$ cat config.mk
export PLATFORM = sky130hd
export DESIGN_NAME = timer_prescaler_control
export DESIGN_NICKNAME = d
export VERILOG_FILES = /design/src/rtl/timer_pkg.sv /design/src/rtl/timer_chain_if.sv /design/src/rtl/prescaler_divider.sv /design/src/rtl/timer_prescaler_control.sv
export SDC_FILE = /design/constraint.sdc
export NUM_CORES = 1
export LEC_CHECK = 0
export BUFFER_PORTS_ARGS = -buffer_cell sky130_fd_sc_hd__buf_4
export CAP_MARGIN = 25
export CORE_UTILIZATION = 50
export DETAILED_ROUTE_END_ITERATION = 16
export GPL_ROUTABILITY_DRIVEN = 0
export HOLD_SLACK_MARGIN = 0.05
export PLACE_DENSITY = 0.8
export SETUP_SLACK_MARGIN = 0.4
export SLEW_MARGIN = 15
export SYNTH_ARGS = -nofsm -noshare
export SYNTH_HDL_FRONTEND = slang
export SYNTH_HIERARCHICAL = 1
export SYNTH_SLANG_ARGS = --single-unit
$ cat constraint.sdc
create_clock -name ref_clk -period 3.2 [get_ports ref_clk]
set_clock_uncertainty 0.2 [all_clocks]
set_input_delay 0.16 -clock ref_clk [delete_from_list [all_inputs] [get_ports ref_clk]]
set_output_delay 0.16 -clock ref_clk [all_outputs]
set_load 0.02 [all_outputs]
$ cat src/rtl/timer_pkg.sv
// shared constants and types for the prescaled timer control block
package timer_pkg;

    // ========================================================
    // register map: word index, byte address is four times it
    // ========================================================
    localparam logic [5:0] COUNT_INDEX = 6'h08;   // counter value, read only
    localparam logic [5:0] CONTROL_INDEX = 6'h09; // timer_control
    localparam logic [5:0] STATUS_INDEX = 6'h0a;  // sticky events, write one
    localparam logic [5:0] MASK_INDEX = 6'h0b;    // event enables

    // ========================================================
    // timer_control field positions
    // ========================================================
    localparam int unsigned CTL_REQ_BIT = 7;   // underflow_request
    localparam int unsigned CTL_MASK_BIT = 6;  // underflow_mask
    localparam int unsigned CTL_SRC_BIT = 5;   // clock_source_select
    localparam int unsigned CTL_EXT_BIT = 4;   // external_pin_enable
    localparam int unsigned CTL_CLR_BIT = 3;   // prescaler_clear
    localparam int unsigned CTL_DIV_MSB = 2;   // divider_select_hi
    localparam int unsigned CTL_DIV_LSB = 0;   // divider_select_lo
    localparam int unsigned DIV_W = 3;         // divider select width

    // ========================================================
    // option_byte field positions
    // ========================================================
    localparam int unsigned OPT_EMU_BIT = 6;   // emulation_select
    localparam int unsigned OPT_SRC_BIT = 5;   // fixed clock source
    localparam int unsigned OPT_EXT_BIT = 4;   // initial pin enable
    localparam int unsigned OPT_DIV_MSB = 2;   // fixed division, high
    localparam int unsigned OPT_DIV_LSB = 0;   // fixed division, low

    // ========================================================
    // event status bits
    // ========================================================
    localparam int unsigned EVT_UNDERFLOW_BIT = 0; // counter reached zero
    localparam int unsigned EVT_PIN_EDGE_BIT = 1;  // rising edge on pin
    localparam int unsigned EVT_W = 2;             // number of events

    // ========================================================
    // reset values and widths
    // ========================================================
    localparam logic REQ_RESET = 1'b0;             // request cleared
    localparam logic MASK_RESET = 1'b1;            // interrupt masked
    localparam logic [1:0] EVT_MASK_RESET = 2'h0;  // events disabled
    localparam logic [1:0] EVT_STATUS_RESET = 2'h0;
    localparam int unsigned PRESC_BITS = 7;        // 7-bit binary divider
    localparam int unsigned COUNT_BITS = 8;        // 8-bit counter

    // ========================================================
    // timing: cycles for the option byte to pass its synchroniser
    // ========================================================
    localparam logic [1:0] STRAP_SETTLE = 2'h2;

    // strap capture sequence after reset
    typedef enum logic [2:0] {
        STRAP_WAIT = 3'b001,
        STRAP_LOAD = 3'b010,
        STRAP_RUN = 3'b100
    } strap_state_e;

endpackage : timer_pkg

$ cat src/rtl/timer_chain_if.sv
// link between the control logic and the prescaler divider
`timescale 1ns/10ps
`default_nettype none
interface timer_chain_if;
    logic tick;      // one prescaler input event
    logic clear;     // reload prescaler with all ones
    logic [timer_pkg::DIV_W-1:0] divSel; // division as a power of two
    logic step;      // one counter decrement
    // control side
    modport ctrl (output tick, output clear, output divSel, input step);
    // divider side
    modport div (input tick, input clear, input divSel, output step);
endinterface : timer_chain_if
`default_nettype wire

$ cat src/rtl/prescaler_divider.sv
// binary prescaler with a selectable power-of-two output
`timescale 1ns/10ps
`default_nettype none
module prescaler_divider #(
    parameter int unsigned PRESC_WIDTH = timer_pkg::PRESC_BITS
) (
    // clock and reset
    input wire logic ref_clk,
    input wire logic reset,
    // chain to the control logic
    timer_chain_if.div chain
);

    // ========================================================
    // divider storage
    // ========================================================
    logic [PRESC_WIDTH-1:0] presc_reg; // counts down from all ones
    logic [PRESC_WIDTH-1:0] tapMask;   // low bits that must be zero
    logic lowZero;                     // selected low bits all zero

    // mask of low bits for the selected division
    always_comb begin
        tapMask = '0;
        for (int i = 0; i < PRESC_WIDTH; i++) begin
            if (i < int'(chain.divSel)) begin
                tapMask[i] = 1'b1;
            end
        end
    end

    // a step falls when the low bits roll over, so 2^n ticks
    assign lowZero = ((presc_reg & tapMask) == '0);
    // zero select bypasses the divider
    assign chain.step = chain.tick & ~chain.clear & lowZero;

    // divider count, clear wins over a tick in the same cycle
    always_ff @(posedge ref_clk) begin
        if (reset) begin
            presc_reg <= '1;
        end else if (chain.clear) begin
            presc_reg <= '1;
        end else if (chain.tick) begin
            presc_reg <= presc_reg - PRESC_WIDTH'(1);
        end
    end

endmodule : prescaler_divider
`default_nettype wire

$ cat src/rtl/timer_prescaler_control.sv
// timer control register, clock select, prescaler and counter
//
// Operation
// - option bit 6 chooses emulation or software
// - emulation takes division and source from option
// - emulation forces pin enable to one
// - request flag sets when counter reaches zero
// - request clears on reset or a software write of zero
// - mask bit one blocks timer interrupt
// - mask set by reset, software writable
// - source bit picks pin or internal clock
// - source and enable pick four clock modes
// - clear bit write only, pulses prescaler clear
// - emulation clear per variant: active or inert
// - select bits divide by two to power
// - counter wraps zero to ones, reads harmless
// - reset loads ones, clears request, sets mask
// - external source advances on pin rising edge
`timescale 1ns/10ps
`default_nettype none
module timer_prescaler_control #(
    parameter int unsigned COUNT_WIDTH = timer_pkg::COUNT_BITS,
    parameter int unsigned PRESC_WIDTH = timer_pkg::PRESC_BITS,
    // one: clear bit still works in emulation, zero: reads one, inert
    parameter bit EMU_CLEAR_ACTIVE = 1'b1
) (
    // clock and reset
    input wire logic ref_clk,
    input wire logic reset,
    // avalon-mm slave
    input wire logic [7:0] address,
    input wire logic read,
    input wire logic write,
    input wire logic [31:0] writedata,
    input wire logic [3:0] byteenable,
    output logic [31:0] readdata,
    output logic waitrequest,
    // pins
    input wire logic timerPin,
    input wire logic [7:0] optionByte,
    // interrupts
    output logic timerIrq,
    output logic eventIrq
);

    // ========================================================
    // input synchronisers
    // ========================================================
    logic [7:0] optMeta_reg;  // first stage, option byte
    logic [7:0] optSync_reg;  // second stage, used by logic
    logic pinMeta_reg;        // first stage, timer pin
    logic pinSync_reg;        // second stage, used by logic
    logic pinLast_reg;        // previous synced pin level
    logic pinEdge;            // rising edge of the synced pin

    // two flops on the option byte, a static strap
    always_ff @(posedge ref_clk) begin
        if (reset) begin
            optMeta_reg <= 8'h00;
            optSync_reg <= 8'h00;
        end else begin
            optMeta_reg <= optionByte;
            optSync_reg <= optMeta_reg;
        end
    end

    // two flops on the timer pin plus an edge history flop
    always_ff @(posedge ref_clk) begin
        if (reset) begin
            pinMeta_reg <= 1'b0;
            pinSync_reg <= 1'b0;
            pinLast_reg <= 1'b0;
        end else begin
            pinMeta_reg <= timerPin;
            pinSync_reg <= pinMeta_reg;
            pinLast_reg <= pinSync_reg;
        end
    end

    // edge seen only on settled levels
    assign pinEdge = pinSync_reg & ~pinLast_reg;

    // ========================================================
    // strap capture after reset release
    // ========================================================
    timer_pkg::strap_state_e strapState_reg; // capture sequence
    logic [1:0] settleCnt_reg;               // synchroniser settle count

    // wait for the option byte to pass both flops, load once
    always_ff @(posedge ref_clk) begin
        if (reset) begin
            strapState_reg <= timer_pkg::STRAP_WAIT;
            settleCnt_reg <= 2'h0;
        end else begin
            case (strapState_reg)
                // count settle cycles
                timer_pkg::STRAP_WAIT: begin
                    if (settleCnt_reg == timer_pkg::STRAP_SETTLE) begin
                        strapState_reg <= timer_pkg::STRAP_LOAD;
                    end else begin
                        settleCnt_reg <= settleCnt_reg + 2'h1;
                    end
                end
                // one cycle of field loading
                timer_pkg::STRAP_LOAD: begin
                    strapState_reg <= timer_pkg::STRAP_RUN;
                end
                // normal operation
                timer_pkg::STRAP_RUN: begin
                    strapState_reg <= timer_pkg::STRAP_RUN;
                end
                // illegal code, recover
                default: begin
                    strapState_reg <= timer_pkg::STRAP_WAIT;
                end
            endcase
        end
    end

    // ========================================================
    // mode decode
    // ========================================================
    logic emuMode;                                // fixed-option emulation
    logic srcSel_reg;                             // clock_source_select
    logic extEn_reg;                              // external_pin_enable
    logic [timer_pkg::DIV_W-1:0] divSel_reg;      // divider select
    logic effSrc;                                 // source in use
    logic effExt;                                 // pin enable in use
    logic [timer_pkg::DIV_W-1:0] effDiv;          // division in use

    // emulation select decides which layout is live
    assign emuMode = optSync_reg[timer_pkg::OPT_EMU_BIT];

    // emulation reads fixed options, software uses register fields
    always_comb begin
        if (emuMode) begin
            effSrc = optSync_reg[timer_pkg::OPT_SRC_BIT];
            effExt = 1'b1;
            effDiv = optSync_reg[timer_pkg::OPT_DIV_MSB:
                timer_pkg::OPT_DIV_LSB];
        end else begin
            effSrc = srcSel_reg;
            effExt = extEn_reg;
            effDiv = divSel_reg;
        end
    end

    // ========================================================
    // avalon-mm handshake and decode
    // ========================================================
    logic ack_reg;      // second cycle of an access
    logic request;      // read or write pending
    logic accept;       // access completes at this edge
    logic [5:0] wordIdx; // word index of the address
    logic lowLane;      // byte lane holding the registers
    logic ctlWrite;     // write to timer_control
    logic statusWrite;  // write to event status
    logic maskWrite;    // write to event mask

    assign request = read | write;
    // one wait cycle, then the access is taken
    assign waitrequest = request & ~ack_reg;
    assign accept = request & ack_reg;
    assign wordIdx = address[7:2];
    assign lowLane = byteenable[0];
    assign ctlWrite = accept & write & lowLane &
        (wordIdx == timer_pkg::CONTROL_INDEX);
    assign statusWrite = accept & write & lowLane &
        (wordIdx == timer_pkg::STATUS_INDEX);
    assign maskWrite = accept & write & lowLane &
        (wordIdx == timer_pkg::MASK_INDEX);

    // ack flop is high for one cycle per access
    always_ff @(posedge ref_clk) begin
        if (reset) begin
            ack_reg <= 1'b0;
        end else begin
            ack_reg <= request & ~ack_reg;
        end
    end

    // ========================================================
    // timer_control software fields
    // ========================================================
    // fields reload from the option byte once, then follow writes
    always_ff @(posedge ref_clk) begin
        if (reset) begin
            srcSel_reg <= 1'b0;
            extEn_reg <= 1'b0;
            divSel_reg <= 3'h0;
        end else if (strapState_reg == timer_pkg::STRAP_LOAD) begin
            srcSel_reg <= optSync_reg[timer_pkg::OPT_SRC_BIT];
            extEn_reg <= optSync_reg[timer_pkg::OPT_EXT_BIT];
            divSel_reg <= optSync_reg[timer_pkg::OPT_DIV_MSB:
                timer_pkg::OPT_DIV_LSB];
        end else if (ctlWrite && !emuMode) begin
            // writes ignored in emulation
            srcSel_reg <= writedata[timer_pkg::CTL_SRC_BIT];
            extEn_reg <= writedata[timer_pkg::CTL_EXT_BIT];
            divSel_reg <= writedata[timer_pkg::CTL_DIV_MSB:
                timer_pkg::CTL_DIV_LSB];
        end
    end

    // ========================================================
    // prescaler clear pulse
    // ========================================================
    logic clrPulse_reg; // single cycle clear to the divider
    logic clrAllowed;   // clear bit has effect in this mode

    assign clrAllowed = ~emuMode | EMU_CLEAR_ACTIVE;

    // a written one makes exactly one pulse when clrAllowed
    always_ff @(posedge ref_clk) begin
        if (reset) begin
            clrPulse_reg <= 1'b0;
        end else begin
            clrPulse_reg <= ctlWrite & clrAllowed &
                writedata[timer_pkg::CTL_CLR_BIT];
        end
    end

    // ========================================================
    // clock source selection
    // ========================================================
    logic srcTick; // one prescaler input event this cycle

    // source and enable pick the divider input
    always_comb begin
        case ({effSrc, effExt})
            // internal phase two, every cycle
            2'b00: srcTick = 1'b1;
            // internal gated by pin level
            2'b01: srcTick = pinSync_reg;
            // no clock, timer stopped
            2'b10: srcTick = 1'b0;
            // external, rising pin edge
            2'b11: srcTick = pinEdge;
            default: srcTick = 1'b0;
        endcase
    end

    // ========================================================
    // prescaler divider
    // ========================================================
    timer_chain_if chain ();
    // no ticks before the strap fields are loaded
    assign chain.tick = srcTick & (strapState_reg == timer_pkg::STRAP_RUN);
    // a new division with the clear in the same write starts clean
    assign chain.clear = clrPulse_reg;
    assign chain.divSel = effDiv;

    prescaler_divider #(
        .PRESC_WIDTH(PRESC_WIDTH)
    ) u_prescaler (
        .ref_clk(ref_clk),
        .reset(reset),
        .chain(chain)
    );

    // ========================================================
    // counter
    // ========================================================
    logic [COUNT_WIDTH-1:0] count_reg; // down counter
    logic underflowHit;                // counter goes to zero now

    assign underflowHit = chain.step &
        (count_reg == COUNT_WIDTH'(1));

    // decrement per divider step, wraps from zero to all ones
    always_ff @(posedge ref_clk) begin
        if (reset) begin
            count_reg <= '1;
        end else if (chain.step) begin
            count_reg <= count_reg - COUNT_WIDTH'(1);
        end
    end

    // ========================================================
    // underflow request and mask
    // ========================================================
    logic req_reg;  // underflow_request
    logic mask_reg; // underflow_mask

    // set wins over a clearing write in the same cycle
    always_ff @(posedge ref_clk) begin
        if (reset) begin
            req_reg <= timer_pkg::REQ_RESET;
        end else if (underflowHit) begin
            req_reg <= 1'b1;
        end else if (ctlWrite && !writedata[timer_pkg::CTL_REQ_BIT]) begin
            req_reg <= 1'b0;
        end
    end

    // mask written in both modes
    always_ff @(posedge ref_clk) begin
        if (reset) begin
            mask_reg <= timer_pkg::MASK_RESET;
        end else if (ctlWrite) begin
            mask_reg <= writedata[timer_pkg::CTL_MASK_BIT];
        end
    end

    // ========================================================
    // event status and mask
    // ========================================================
    logic [timer_pkg::EVT_W-1:0] evtStatus_reg; // sticky events
    logic [timer_pkg::EVT_W-1:0] evtMask_reg;   // event enables
    logic [timer_pkg::EVT_W-1:0] evtSet;        // events this cycle
    logic [timer_pkg::EVT_W-1:0] evtClr;        // written ones

    always_comb begin
        evtSet = '0;
        evtSet[timer_pkg::EVT_UNDERFLOW_BIT] = underflowHit;
        evtSet[timer_pkg::EVT_PIN_EDGE_BIT] = pinEdge;
    end

    assign evtClr = statusWrite ?
        writedata[timer_pkg::EVT_W-1:0] : '0;

    // write one clears, a new event in that cycle still sets
    always_ff @(posedge ref_clk) begin
        if (reset) begin
            evtStatus_reg <= timer_pkg::EVT_STATUS_RESET;
        end else begin
            evtStatus_reg <= (evtStatus_reg & ~evtClr) | evtSet;
        end
    end

    // plain read-write enables
    always_ff @(posedge ref_clk) begin
        if (reset) begin
            evtMask_reg <= timer_pkg::EVT_MASK_RESET;
        end else if (maskWrite) begin
            evtMask_reg <= writedata[timer_pkg::EVT_W-1:0];
        end
    end

    // ========================================================
    // read path
    // ========================================================
    logic [7:0] ctlRead;         // timer_control as software sees it
    logic [31:0] readMux;        // selected register
    logic [31:0] readdata_reg;   // held read data

    // emulation reads fixed fields as ones, clear bit per variant
    always_comb begin
        ctlRead = 8'h00;
        ctlRead[timer_pkg::CTL_REQ_BIT] = req_reg;
        ctlRead[timer_pkg::CTL_MASK_BIT] = mask_reg;
        if (emuMode) begin
            ctlRead[timer_pkg::CTL_SRC_BIT] = 1'b1;
            ctlRead[timer_pkg::CTL_EXT_BIT] = 1'b1;
            ctlRead[timer_pkg::CTL_CLR_BIT] = ~EMU_CLEAR_ACTIVE;
            ctlRead[timer_pkg::CTL_DIV_MSB:timer_pkg::CTL_DIV_LSB] = 3'h7;
        end else begin
            ctlRead[timer_pkg::CTL_SRC_BIT] = srcSel_reg;
            ctlRead[timer_pkg::CTL_EXT_BIT] = extEn_reg;
            ctlRead[timer_pkg::CTL_CLR_BIT] = 1'b0;
            ctlRead[timer_pkg::CTL_DIV_MSB:timer_pkg::CTL_DIV_LSB] =
                divSel_reg;
        end
    end

    // register select, unmapped words read zero
    always_comb begin
        readMux = 32'h0000_0000;
        case (wordIdx)
            // counter, reading leaves it running
            timer_pkg::COUNT_INDEX: readMux[COUNT_WIDTH-1:0] = count_reg;
            // control register
            timer_pkg::CONTROL_INDEX: readMux[7:0] = ctlRead;
            // sticky events
            timer_pkg::STATUS_INDEX: readMux[timer_pkg::EVT_W-1:0] =
                evtStatus_reg;
            // event enables
            timer_pkg::MASK_INDEX: readMux[timer_pkg::EVT_W-1:0] =
                evtMask_reg;
            default: readMux = 32'h0000_0000;
        endcase
    end

    // capture on the wait cycle so data stands when taken
    always_ff @(posedge ref_clk) begin
        if (reset) begin
            readdata_reg <= 32'h0000_0000;
        end else if (read && !ack_reg) begin
            readdata_reg <= readMux;
        end
    end

    assign readdata = readdata_reg;

    // ========================================================
    // interrupt outputs
    // ========================================================
    // timer request reaches the core only when unmasked
    assign timerIrq = req_reg & ~mask_reg;
    // any enabled sticky event
    assign eventIrq = |(evtStatus_reg & evtMask_reg);

endmodule : timer_prescaler_control
`default_nettype wire

==> results.cfg, run 1 <==
[routing]
vias_per_cell = 5.00
postRouteWirelength_mm = 4.98
drc = 0
routedWlPerCell_um = 12.2
drtIter0Drc = 87
ant_nets = 0
vias = 2040
drt-pass1-iter-count = 4

[global_route]
first_global_vias = 1837
grt_pass1_wl_mm = 8.03
grt_max_degree = 50
gr-usage-all-layers_pct = 18.9
antenna_found_initial = 0
grt_remaining_overflow = 0

[sta]
finalSetupViolCount = 0
max_freq_mhz = 371
setup_tns_ps = 0
final-hold-violation-count = 0
slew_violations = 0
post-route-period-util_pct = 84.1
worst_pin_slew_ps = 826
rsz0062_at_grt = no
maxSlewHeadroom_pct = 44.8
layout_min_cycle_time_ps = 2690

[power_and_ir_drop]
p_per_area_mw_per_mm2 = 417
irDropWorstVdd_mv = 0.338
p_leak_nw = 1.43

[floorplanning]
dieWidth_um = 74.5
pin_count = 92
rows = 26
die_area_mm2 = 0.00554
die_h_um = 74.5
start_util_pct = 51.7
core_mm2 = 0.00507

[clock_network]
clk_pin_slew_ps = 100
clockRootBuffer = clkbuf_8
numCtsBuffers = 5
cts_max_level = 2
cts_buffer_depth = 2
numClockSinks = 56
cts_tree = done
clock_latency_ps = 310

[yosys]
synth_cell_types = 52
netlist_instances = 279
ys_ff_latch = 56
yosysMostFrequentCell = dfxtp_1
synthArstFlopShare_pct = 0
synth_flop_cell = dfxtp_1
seq_area_frac_synth_pct = 42.7
synth-edff-count = 0
ys_top_cells_by_area = dfxtp_1, buf_4, nor2b_1
yosysTopAreaCell = dfxtp_1
syn_area_mm2 = 0.00263
synth_top_area_share_pct = 42.7
ys_top_cells_by_count = dfxtp_1, nor2_1, buf_4
avgSynthCellArea_um2 = 9.41
ys_warn_count = 6

[cells_and_area]
utilization_pct = 63.1
nNetsFinal = 398
antenna_cells = 0
drive_above_1_share_pct = 20.1
area_growth_pct = 22.1

[critical_path]
critPathMaxFanout = 6
required_ps = 3200
end_kind = flip-flop
path_class = reg -> reg
critPathLaunchType = flip-flop
arrival_ps = 2690

[worst_hold_path]
hp-class = in -> reg

[job]
cap_viol_max_count = 0

[placed_design]
io_buffers = 36
post-dp-hpwl_mm = 3.39

[status]
run_status = complete, no violations
per-layer routing:
layer	wire [um]	vias up	global-route usage, %
li1	-	1040	-
met1	2180	940	21.4
met2	2580	56	35.9
met3	197	4	3.79
met4	22	0	4.40
met5	0	-	0
layout by cell type, fill, tap and decap left out, drive strengths merged, types with 5 or more instances in the layout:
| cell | instances |
|---|---|
| nand2 | 16 |
| a21oi | 11 |
| o21ai | 12 |
| and3 | 5 |
| nand2b | 6 |
| buf | 40 |
| mux2i | 8 |
| nor2 | 27 |
| xnor2 | 7 |
| nor2b | 19 |
| dfxtp | 56 |
| nand3 | 6 |
| nor3 | 7 |
| dlygate4sd3 | 22 |
| mux2 | 9 |
| clkbuf | 5 |
| conb | 24 |
| inv | 9 |
worst max-delay path: stages (launching register included):
cell and delay [ps]:
dfxtp_2 350, mux2_2 370, a21o_1 190, a221o_1 350, a221oi_4 380, nand4bb_1 210, nand2_1 110, or3b_2 430
final timing paths:
path | start | depth (start not counted) | slack, ps | to
worst min-delay path | read | 4 | 50 | readdata[3]
worst min register to register | optMeta_reg[2] | 1 | 250 | optSync_reg[2]
worst max-delay path | optSync_reg[6] | 7 | 510 | count_reg[4]
worst max register to register | optSync_reg[6] | 7 | 510 | count_reg[4]
stage by stage:
step	total power [W]	instances	hold slack [ps]	area, um^2	setup WS [ps]
final	0.00134	408	45.9	3200	508
after global routing	0.00140	408	68.9	3200	412
after CTS	0.00135	405	52.9	3170	433
after detailed placement	0.000948	376	174	2870	452
after global placement	0.000942	376	168	2870	471
after floorplan	0.000914	302	88.2	2720	461
cell type report:
type / count / area [um^2]
clock buffer: 5 / 68.8
tap: 70 / 87.6
sequential: 56 / 1120
multi-input combinational: 204 / 1350
clock inverter: 3 / 21.3
timing repair buffer: 62 / 520
fill: 436 / 1870
inverter: 8 / 30.0
repair_timing:
| item | 4_1_cts | 5_1_grt |
|---|---|---|
| setup buffers | 0 | 2 |
| hold buffers | 21 | 1 |
| setup endpoints to repair | 0 | 5 |
| hold endpoints to repair | 22 | 1 |
| gates resized for setup | 0 | 2 |
cells by family after synthesis:
group	synth area share (%)
other	0.143
multiplexers	6.91
AND/OR/NAND/NOR	24.4
flip-flops	42.7
buffers and inverters	9.77
XOR/XNOR	2.67
adder cells (fa/ha/maj)	1.91
AO/OA/AOI/OAI	11.5
where the power goes:
part           internal, W  switching, W  total (W)
Combinational    0.0000978      0.000107   0.000204
Clock             0.000156      0.000230   0.000385
Sequential        0.000729     0.0000188   0.000748
Note: power is estimated with default switching activity, not from simulation.
==> run 2: changes to the inputs <==
clock period = 2.8 ns   (was 3.2 ns; I/O delays follow)
==> results.cfg, run 2 (synthesis results as in run 1) <==
[critical_path]
end_kind = flip-flop
path_class = reg -> reg
critPathMaxFanout = 6
cp_slowest_cell = nor4b_4
r2r_cells = 7
reg2reg_slack_ps = 260
critPathLaunchType = flip-flop
rr_endpoint = count_reg[7]
critical_path.max_stage_delay_ps = 410
cpLargestDelayFamily = compound AO/OA/AOI/OAI gates
crit_chain = mux2_4 -> a21o_1 -> a221o_1 -> a221oi_4 -> nor4b_4 -> and3_1 -> o21bai_1
arrival_ps = 2540
cp.depth = 7
setup.worst_path.end = count_reg[7]
path_buf_inv = 0
r2r-start = optSync_reg[6]
required_ps = 2800
crit_start = optSync_reg[6]

[sta]
layout_min_cycle_time_ps = 2540
setup_slack_ps = 263
worst_pin_slew_ps = 717
setup_tns_ps = 0
maxSlewHeadroom_pct = 52.1
final-hold-violation-count = 0
post-route-period-util_pct = 90.6
max_freq_mhz = 394
finalSetupViolCount = 0
rsz0062_at_grt = yes
slew_violations = 0

[cells_and_area]
final_cell_mix = dfxtp_1, buf_4, nor2_1, conb_1, dlygate4sd3_1
nNetsFinal = 399
area_growth_pct = 24.4
drive_above_1_share_pct = 20.4
layout.cells.most_common = dfxtp_1
antenna_cells = 0

[floorplanning]
pin_count = 92
die_h_um = 74.5
start_util_pct = 51.7
core_mm2 = 0.00507
rows = 26
dieWidth_um = 74.5
die_area_mm2 = 0.00554

[routing]
routedWlPerCell_um = 12.1
ant_nets = 0
drtIter0Drc = 133
vias_per_cell = 5.03
vias = 2057
postRouteWirelength_mm = 4.93
drt-pass1-iter-count = 4
drc = 0

[job]
cap_viol_max_count = 0

[power_and_ir_drop]
switching_share_pct = 23.4
p_sw_w = 0.000384
pwr-share-comb_pct = 14.2
irDropWorstVdd_mv = 0.326
p_leak_nw = 1.46
p_int_w = 0.00126
seqPwrFrac_pct = 52.0
p_per_area_mw_per_mm2 = 504
clock_power_share_pct = 33.8

[clock_network]
cts_tree = done
cts_buffer_depth = 2
numCtsBuffers = 5
clk_pin_slew_ps = 90
clockRootBuffer = clkbuf_8
clock_latency_ps = 300
cts_max_level = 2
numClockSinks = 56

[global_route]
grt_max_degree = 50
antenna_found_initial = 0
grt_remaining_overflow = 0
grt_pass1_wl_mm = 8.00
first_global_vias = 1871
gr-usage-all-layers_pct = 19.1

[placed_design]
dp_slack_ps = 201
io_buffers = 36
post-dp-hpwl_mm = 3.25

[status]
run_status = complete, no violations

[worst_hold_path]
hp-class = in -> reg
## run 2: cell count changes in the layout (fill, tap and decap cells not counted), sizes merged
cell / previous run / this run
bufinv: 0 / 1
clkbuf: 5 / 7
inv: 9 / 8
clkinvlp: 1 / 0
clkinv: 1 / 0
dlygate4sd3: 22 / 23
## run 2: power by group through the flow
stage / registers, W / clock network (W) / logic [W]
after floorplan: 0.000877 / 0 / 0.000170
after global placement: 0.000872 / 0 / 0.000204
after detailed placement: 0.000875 / 0 / 0.000209
after CTS: 0.000856 / 0.000573 / 0.000233
after global routing: 0.000862 / 0.000602 / 0.000262
final: 0.000855 / 0.000556 / 0.000233
## run 2: worst min path at each step
| stage | start | endpoint | slack, ps | cells after the start |
|---|---|---|---|---|
| 2_1_floorplan | optionByte[0] | optMeta_reg[0] | 70 | 1 |
| 3_3_place_gp | timerPin | pinMeta_reg | 150 | 2 |
| 3_5_place_dp | timerPin | pinMeta_reg | 160 | 2 |
| 4_1_cts | reset | divSel_reg[1] | 70 | 2 |
| 5_1_grt | reset | divSel_reg[1] | 90 | 2 |
| 6_report | reset | srcSel_reg | 70 | 2 |
## run 2: metrics by stage
stage | hold WS [ps] | area, um^2 | util, % | power, W | instances
after global routing | 93.9 | 3270 | 64.3 | 0.00173 | 409
after CTS | 68.0 | 3250 | 64.1 | 0.00166 | 408
after global placement | 148 | 2890 | 56.9 | 0.00108 | 376
final | 67.6 | 3270 | 64.3 | 0.00165 | 409
after floorplan | 68.2 | 2750 | - | 0.00105 | 302
after detailed placement | 157 | 2890 | 56.9 | 0.00108 | 376
## run 2: layout make-up
class | instances | area, um^2
flip-flops and latches | 56 | 1120
multi-input cells | 204 | 1370
fillers | 415 | 1810
well taps | 70 | 87.6
clock buffers | 7 | 96.3
repair buffers | 63 | 531
clock inverters | 1 | 30.0
inverters | 8 | 30.0
## run 2: per-layer routing
layer  routed length [um]  GRT usage, %
met1                 2230          22.7
met2                 2440          34.1
met3                  205          4.07
met4                   61          6.29
met5                    0             0
## run 2: worst register-to-register path, stage by stage (launching register included)
cell and delay (ps):
dfxtp_4 390, mux2_4 320, a21o_1 160, a221o_1 320, a221oi_4 350, nor4b_4 410
and3_1 220, o21bai_1 60
## run 2: timing repair
item / in CTS / in global routing
hold buffers: 23 / 0
setup buffers: 1 / 1
endpoints found under the hold margin: 25 / 0
gates cloned: 0 / 0
setup endpoints to repair: 7 / 7
gates resized for setup: 1 / 1
pin swaps: 4 / 2
